**src/ldfl_pkg.sv**
```systemverilog
package ldfl_pkg;
	// ------------------------------------------------------------
	// Timing
	// ------------------------------------------------------------
	localparam int unsigned CLK_FREQ_HZ      = 10_000_000;
	localparam int unsigned LAMP_INRUSH_US   = 10;
	localparam int unsigned LAMP_INRUSH_CYC  =
		(LAMP_INRUSH_US * (CLK_FREQ_HZ / 1_000_000) > 0) ?
		LAMP_INRUSH_US * (CLK_FREQ_HZ / 1_000_000) : 1;
	localparam int unsigned LAMP_CNT_W       = 8;
	// ------------------------------------------------------------
	// Reset values
	// ------------------------------------------------------------
	localparam logic        CMD_RESET        = 1'b1;
	localparam logic        FAULT_RESET      = 1'b0;
endpackage

```
**src/ldfl_top.sv**
```systemverilog
// Behaviour
// - The injector output is the inverse of the injector command.
// - Shorted coil and open coil or wiring on the injector are fault events.
// - Injector overvoltage, overcurrent and overtemperature are faults too.
// - The injector fault line rests low and rises on any present fault.
// - A raised injector fault clears on a low-then-high command if gone.
// - The relay channel is an inverting twin with the same detection.
// - The relay fault line latches and clears exactly like the injector one.
// - The lamp channel is protected but offers no fault line.
// - Lamp overcurrent is tolerated for an inrush time before it trips.
// - The lamp output never enables a fault sense sink while off.
// - The ignition pre-driver has one input and a high and a low stage.
// - Ignition is non-inverting: high command drives the high stage.
// - The divided collector sense flags a short to battery on ignition.
`timescale 1ns/1ps
module ldfl_top
	import ldfl_pkg::*;
#(
	parameter int unsigned INRUSH_CYC = LAMP_INRUSH_CYC
) (
	input  wire logic core_clk_i,
	input  wire logic rst_i,
	input  wire logic injector_command_i,
	input  wire logic injector_short_i,
	input  wire logic injector_open_i,
	input  wire logic injector_protect_i,
	input  wire logic relay_command_i,
	input  wire logic relay_short_i,
	input  wire logic relay_open_i,
	input  wire logic relay_protect_i,
	input  wire logic lamp_command_i,
	input  wire logic lamp_overcurrent_i,
	input  wire logic lamp_protect_i,
	input  wire logic ignition_command_i,
	input  wire logic ignition_collector_sense_i,
	output logic      injector_output_o,
	output logic      injector_fault_o,
	output logic      relay_output_o,
	output logic      relay_fault_o,
	output logic      lamp_output_o,
	output logic      lamp_sense_sink_o,
	output logic      ignition_high_stage_o,
	output logic      ignition_low_stage_o,
	output logic      ignition_short_o
);
	// ------------------------------------------------------------
	// State
	// ------------------------------------------------------------
	typedef struct packed {
		logic                  inj_cmd;
		logic                  inj_out;
		logic                  inj_flt;
		logic                  rel_cmd;
		logic                  rel_out;
		logic                  rel_flt;
		logic                  lamp_out;
		logic                  lamp_trip;
		logic [LAMP_CNT_W-1:0] lamp_cnt;
		logic                  lamp_sink;
		logic                  ign_hi;
		logic                  ign_lo;
		logic                  ign_short;
	} ldfl_state_t;

	ldfl_state_t st;
	ldfl_state_t next_st;
	logic        inj_cond;
	logic        rel_cond;
	logic        inj_rise;
	logic        rel_rise;

	// ------------------------------------------------------------
	// Next state
	// ------------------------------------------------------------
	always_comb begin
		next_st = st;
		inj_cond = injector_short_i | injector_open_i | injector_protect_i;
		rel_cond = relay_short_i | relay_open_i | relay_protect_i;
		inj_rise = injector_command_i & ~st.inj_cmd;
		rel_rise = relay_command_i & ~st.rel_cmd;
		next_st.inj_cmd = injector_command_i;
		next_st.rel_cmd = relay_command_i;
		// Output pin active low: low value means the low-side switch is on
		next_st.inj_out = ~injector_command_i;
		next_st.rel_out = ~relay_command_i;
		// Set wins over clear so a fault during the retoggle is never lost
		if (inj_cond) begin
			next_st.inj_flt = 1'b1;
		end else if (inj_rise) begin
			next_st.inj_flt = 1'b0;
		end
		if (rel_cond) begin
			next_st.rel_flt = 1'b1;
		end else if (rel_rise) begin
			next_st.rel_flt = 1'b0;
		end
		// Lamp: count overcurrent, trip only after the inrush allowance
		// Counter width limits INRUSH_CYC to 2**LAMP_CNT_W cycles at most
		if (!lamp_overcurrent_i || !lamp_command_i) begin
			next_st.lamp_cnt = '0;
			if (!lamp_command_i) begin
				next_st.lamp_trip = 1'b0;
			end
		end else if (32'(st.lamp_cnt) + 32'd1 >= INRUSH_CYC) begin
			next_st.lamp_trip = 1'b1;
		end else begin
			next_st.lamp_cnt = st.lamp_cnt + 1'b1;
		end
		next_st.lamp_out = lamp_command_i & ~lamp_protect_i &
			~next_st.lamp_trip;
		// No sense sink at all: its leakage would make an LED glow while off
		next_st.lamp_sink = 1'b0;
		next_st.ign_hi = ignition_command_i;
		next_st.ign_lo = ~ignition_command_i;
		// Collector still high while the high stage drives means a short;
		// with the switch off a high collector is normal, so it is ignored
		next_st.ign_short = ignition_command_i &
			ignition_collector_sense_i;
	end

	always_ff @(posedge core_clk_i or posedge rst_i) begin
		if (rst_i) begin
			st <= '{inj_cmd: CMD_RESET, inj_out: 1'b0, inj_flt: FAULT_RESET,
				rel_cmd: CMD_RESET, rel_out: 1'b0, rel_flt: FAULT_RESET,
				lamp_out: 1'b0, lamp_trip: 1'b0, lamp_cnt: '0,
				lamp_sink: 1'b0,
				ign_hi: 1'b0, ign_lo: 1'b1, ign_short: 1'b0};
		end else begin
			st <= next_st;
		end
	end

	// ------------------------------------------------------------
	// Outputs
	// ------------------------------------------------------------
	assign injector_output_o     = st.inj_out;
	assign injector_fault_o      = st.inj_flt;
	assign relay_output_o        = st.rel_out;
	assign relay_fault_o         = st.rel_flt;
	assign lamp_output_o         = st.lamp_out;
	assign lamp_sense_sink_o     = st.lamp_sink;
	assign ignition_high_stage_o = st.ign_hi;
	assign ignition_low_stage_o  = st.ign_lo;
	assign ignition_short_o      = st.ign_short;
endmodule

```
**config.mk**
```make
export PLATFORM = sky130hd
export DESIGN_NAME = ldfl_top
export DESIGN_NICKNAME = d
export VERILOG_FILES = /design/src/ldfl_pkg.sv /design/src/ldfl_top.sv
export SDC_FILE = /design/constraint.sdc
export NUM_CORES = 1
export LEC_CHECK = 0
export BUFFER_PORTS_ARGS = -buffer_cell sky130_fd_sc_hd__buf_2
export CAP_MARGIN = 0
export CELL_PAD_IN_SITES_DETAIL_PLACEMENT = 1
export CELL_PAD_IN_SITES_GLOBAL_PLACEMENT = 1
export CORE_MARGIN = 2
export CORE_UTILIZATION = 41
export DETAILED_ROUTE_END_ITERATION = 6
export PLACE_DENSITY = 0.88
export SYNTH_ARGS = -nofsm -noshare
export SYNTH_HDL_FRONTEND = slang
export SYNTH_SLANG_ARGS = --single-unit
```
**constraint.sdc**
```tcl
create_clock -name core_clk_i -period 5.6 [get_ports core_clk_i]
set_input_delay 0 -clock core_clk_i [delete_from_list [all_inputs] [get_ports core_clk_i]]
set_output_delay 0 -clock core_clk_i [all_outputs]
set_load 0.05 [all_outputs]
```
== Yosys cells after proc, flatten, opt, wreduce, memory -nomap -nowiden ==
Cells that the tools add are included.
Word-level totals
  register bits after elaboration: 19
  input bits: 15
  output and inout port bits: 9
  logic and storage cells: 45
Operators by class
  add/sub/neg operators: 2
  magnitude comparators: 1
  eq/ne operators: 1
  mux-type cells: 8
  bitwise gates (word level): 16
  reductions and logical operators: 5
Operator list (number)
  8-bit by 1-bit adder with 9-bit output (second input constant): 1
  9-bit by 7-bit greater-or-equal comparator with 1-bit output (second input constant): 1
  9-bit 2-to-1 mux: 1
  8-bit by 1-bit adder with 8-bit output (second input constant): 1
  8-bit 2-to-1 mux: 1
  1-bit NOT: 7
  1-bit 2-to-1 mux: 6
  1-bit bitwise AND: 5
  1-bit OR: 4
  2-bit nonzero test: 2
  1-bit logical NOT: 2
  2-bit inequality test (second input constant): 1
  1-bit logical OR: 1

== Depth between registers and ports, before layout ==
  depth after elaboration: 6
  gate-level depth with buffers: 6
  gate-level depth less buffers: 6

== Worst setup path before layout ==
Ideal clock, no wire load.
  path type: reg-to-reg
  start point: register st[4] (netlist bit)
  end point: register st, in the netlist lamp_output_o
  library setup time: 0.120 ns
  arrival: 1.713 ns
  data required time: 5.480 ns
  path slack: 3.766 ns
  cell stages (with the launch flop): 7
  path buffers: 0
  clock period less this slack: 1.834 ns
  cell sequence: dfrtp_1 > ha_1 > nand4_1 > o32a_1 > a21oi_4 > a21oi_2 > o211a_1
RTL lines
  start: declaration: RTL line ldfl_top.sv:65  | ldfl_state_t st;
  start signal: assignment: RTL line ldfl_top.sv:123  | st <= '{inj_cmd: CMD_RESET, inj_out: 1'b0, inj_flt: FAULT_RESET,
  start signal: assignment: RTL line ldfl_top.sv:129  | st <= next_st;

==> run metrics <==
top cell type by total area after synthesis dfrtp_1; worst slew pin tran 0.705 ns; total die area 2730 um2; yosys warns 0; GRT Util Overall 0.228; clock root buffer clkbuf_4; Worst Setup End Kind flip-flop; CORE AREA 2210 um2; RSZ-0062 raised after global routing false; worst hold path type in2reg; CTS-repair resized insts 0; Setup TNS 0 ns; final setup fails 0; Num CTS Buffers 3; leakage 0.556 nW; FMAX 376 MHz; first-pass GRT wire length 4430 um; crit path launch type flip-flop; FF-to-FF path depth 7; Setup Skew 0.0126 ns; Max FO, Critical Path 9; CTS Hold Buffers Added 12; status completed; hold wc startpoint lamp_overcurrent_i; Seq/Total Area, Yosys 0.503; fin crit period 2.66 ns; Area contributors post-synth dfrtp_1, dfstp_2, nand2_1, mux2i_1, nor3_1; nets 150; EDFF count, synth 0; area share of the largest cell type after synthesis 0.420; 1st-iter DRT viols 11; Top FF cell, synth dfrtp_1; Top-Level Pins 24; Reg2Reg Setup Slack 2.94 ns; Area growth, synth to finish 29.0%; max cap viols 0; Worst Setup SP st[4]; r2r endpoint lamp_output_o; Post-Route WL 2640 um; Sink Count 19; DRT Pass-1 Iters 4; ys async rst share 1.00; Mapped Nets 114; Max Buffers Root-to-Sink 2; critical path's top delay family compound AO/OA/AOI/OAI gates; max-slew violations 0; Yosys cell types 36; GRT overflow 0; Initial Util 0.431; via count 857; Worst path slowest cell dlygate4sd3_1; gp weighted congestion 0.930; R2R Path Start st[4]; clk_lat worst skew 0.29 ns; Tcrit/Tclk final 0.475; largest net degree at the start of global routing 20; Worst Hold Depth 3; clk slew on worst S/H paths 0.12 ns; VDD IR max 0.151 mV; CP Buf/Inv Count 1; Die X 52.2 um; setup bufs post-CTS 0; antenna fix cells 0; Rows 17; synthesized area per cell 9.83 um2; critical path class reg2reg; total power 0.000249 W; Fin. Hold Viols 0; Critical Path Max Stage Delay 0.56 ns; relative slew slack 0.530; Final HPWL DP 1640 um; Final ANT Viol Nets 0; power per cell area 203 nW/um2; number of synthesized register bits 19; layout cells sized above 1 0.242; antenna violations before repair 0; hold slack final 0.0266 ns; Remaining DRCs 0; CTS tree yes; Worst EP required 5.79 ns; cells after synthesis 97; vias in the first global route 934; WL/cell 16.5 um; PortBufs 22; H-tree levels 1; vias per inst 5.36; Worst Hold Endpoint st[9]; WP data arrival 2.85 ns; CP Cell Sequence ha_1 -> nand4_1 -> o32a_1 -> a21oi_4 -> a21oi_2 -> o211a_1 -> dlygate4sd3_1; die height 52.2 um; Mapped Area 953 um2
-- cells in the mapped netlist, drive strengths merged, types with 3 or more instances --
library cell  number
inv                8
o21ai              4
nor3               6
a211oi             3
a21oi              6
nand2b             4
dfrtp             16
and2               3
nand2             16
mux2i              5
buf                3
dfstp              3
-- how the worst max path moves through the flow --
| stage | cells after the start | slack [ns] | end |
|---|---|---|---|
| 6_report | 7 | 2.94 | lamp_output_o |
| 5_1_grt | 7 | 2.81 | lamp_output_o |
| 4_1_cts | 7 | 2.96 | lamp_output_o |
| 3_5_place_dp | 6 | 3.48 | st[4] |
| 3_3_place_gp | 6 | 3.60 | lamp_output_o |
| 2_1_floorplan | 6 | 3.77 | lamp_output_o |
-- final cells by class --
class,instances,area [um2]
repair buffers,34,230
clock inverters,1,5.00
multi-input cells,67,428
inverters,8,30.0
flip-flops and latches,19,479
well taps,28,35.0
clock buffers,3,22.5
fillers,257,982
-- routing by layer --
metal  wire [um]  up-vias  global-route usage
li1            -      406                   -
met1        1060      418               0.255
met2        1360       25               0.411
met3         167        8              0.0800
met4          47        0              0.0556
met5           0        -                   0
-- placed cells by master, fill, tap and decap left out, types with 2 or more instances in the layout --
cell type / synthesis / layout
nor2_1: 2 / 2
a21oi_1: 4 / 4
dfstp_2: 3 / 3
nand2_1: 16 / 16
a211oi_1: 3 / 3
nand2b_1: 4 / 4
o21ai_0: 3 / 3
dfrtp_1: 16 / 16
ha_1: 2 / 2
buf_2: 1 / 22
clkbuf_4: 0 / 3
mux2i_1: 5 / 5
and2_1: 3 / 3
inv_1: 7 / 7
nor3_1: 6 / 6
dlygate4sd3_1: 0 / 12
-- cell families (layout without fill, tap and decap cells) --
group / count (synthesis) / after routing / synth area share
buffers and inverters: 11 / 46 / 0.0486
other: 1 / 1 / 0.00393
muxes: 5 / 5 / 0.0525
adders and majority gates: 2 / 2 / 0.0262
AOI/OAI and AO/OA: 23 / 23 / 0.184
DFF: 19 / 19 / 0.503
and+or+nand+nor: 35 / 35 / 0.173
xor gates and xnor gates: 1 / 1 / 0.00919
-- registers in the layout, summed over array words and instances, names as in the netlist --
signal and cells:
st 11, ignition_high_stage_o 1, ignition_low_stage_o 1, ignition_short_o 1, injector_fault_o 1, injector_output_o 1, lamp_output_o 1, relay_fault_o 1
relay_output_o 1
-- where the power goes --
group / internal (W) / switching (W) / leakage [nW] / total, W
logic: 0.0000133 / 0.0000221 / 0.303 / 0.0000353
clock network: 0.0000265 / 0.0000433 / 0.0177 / 0.0000698
registers: 0.000142 / 0.00000238 / 0.235 / 0.000144
-- through the flow --
step / util / cells / worst slack (ns) / area, um2
CTS: 0.556 / 160 / 2.96 / 1230
finish: 0.556 / 160 / 2.94 / 1230
detailed placement: 0.489 / 144 / 3.48 / 1080
global route: 0.556 / 160 / 2.81 / 1230
global placement: 0.489 / 144 / 3.60 / 1080
floorplan: - / 97 / 3.77 / 953
-- worst register-to-register path: cells and delay by family (launching register included) --
kind	cells	cell delay, ns
AOI/OAI and AO/OA	4	1.03
DFF	1	0.51
adders and majority gates	1	0.29
and+or+nand+nor	1	0.18
buffers and inverters	1	0.56
Power figures use the tool's default switching activity.
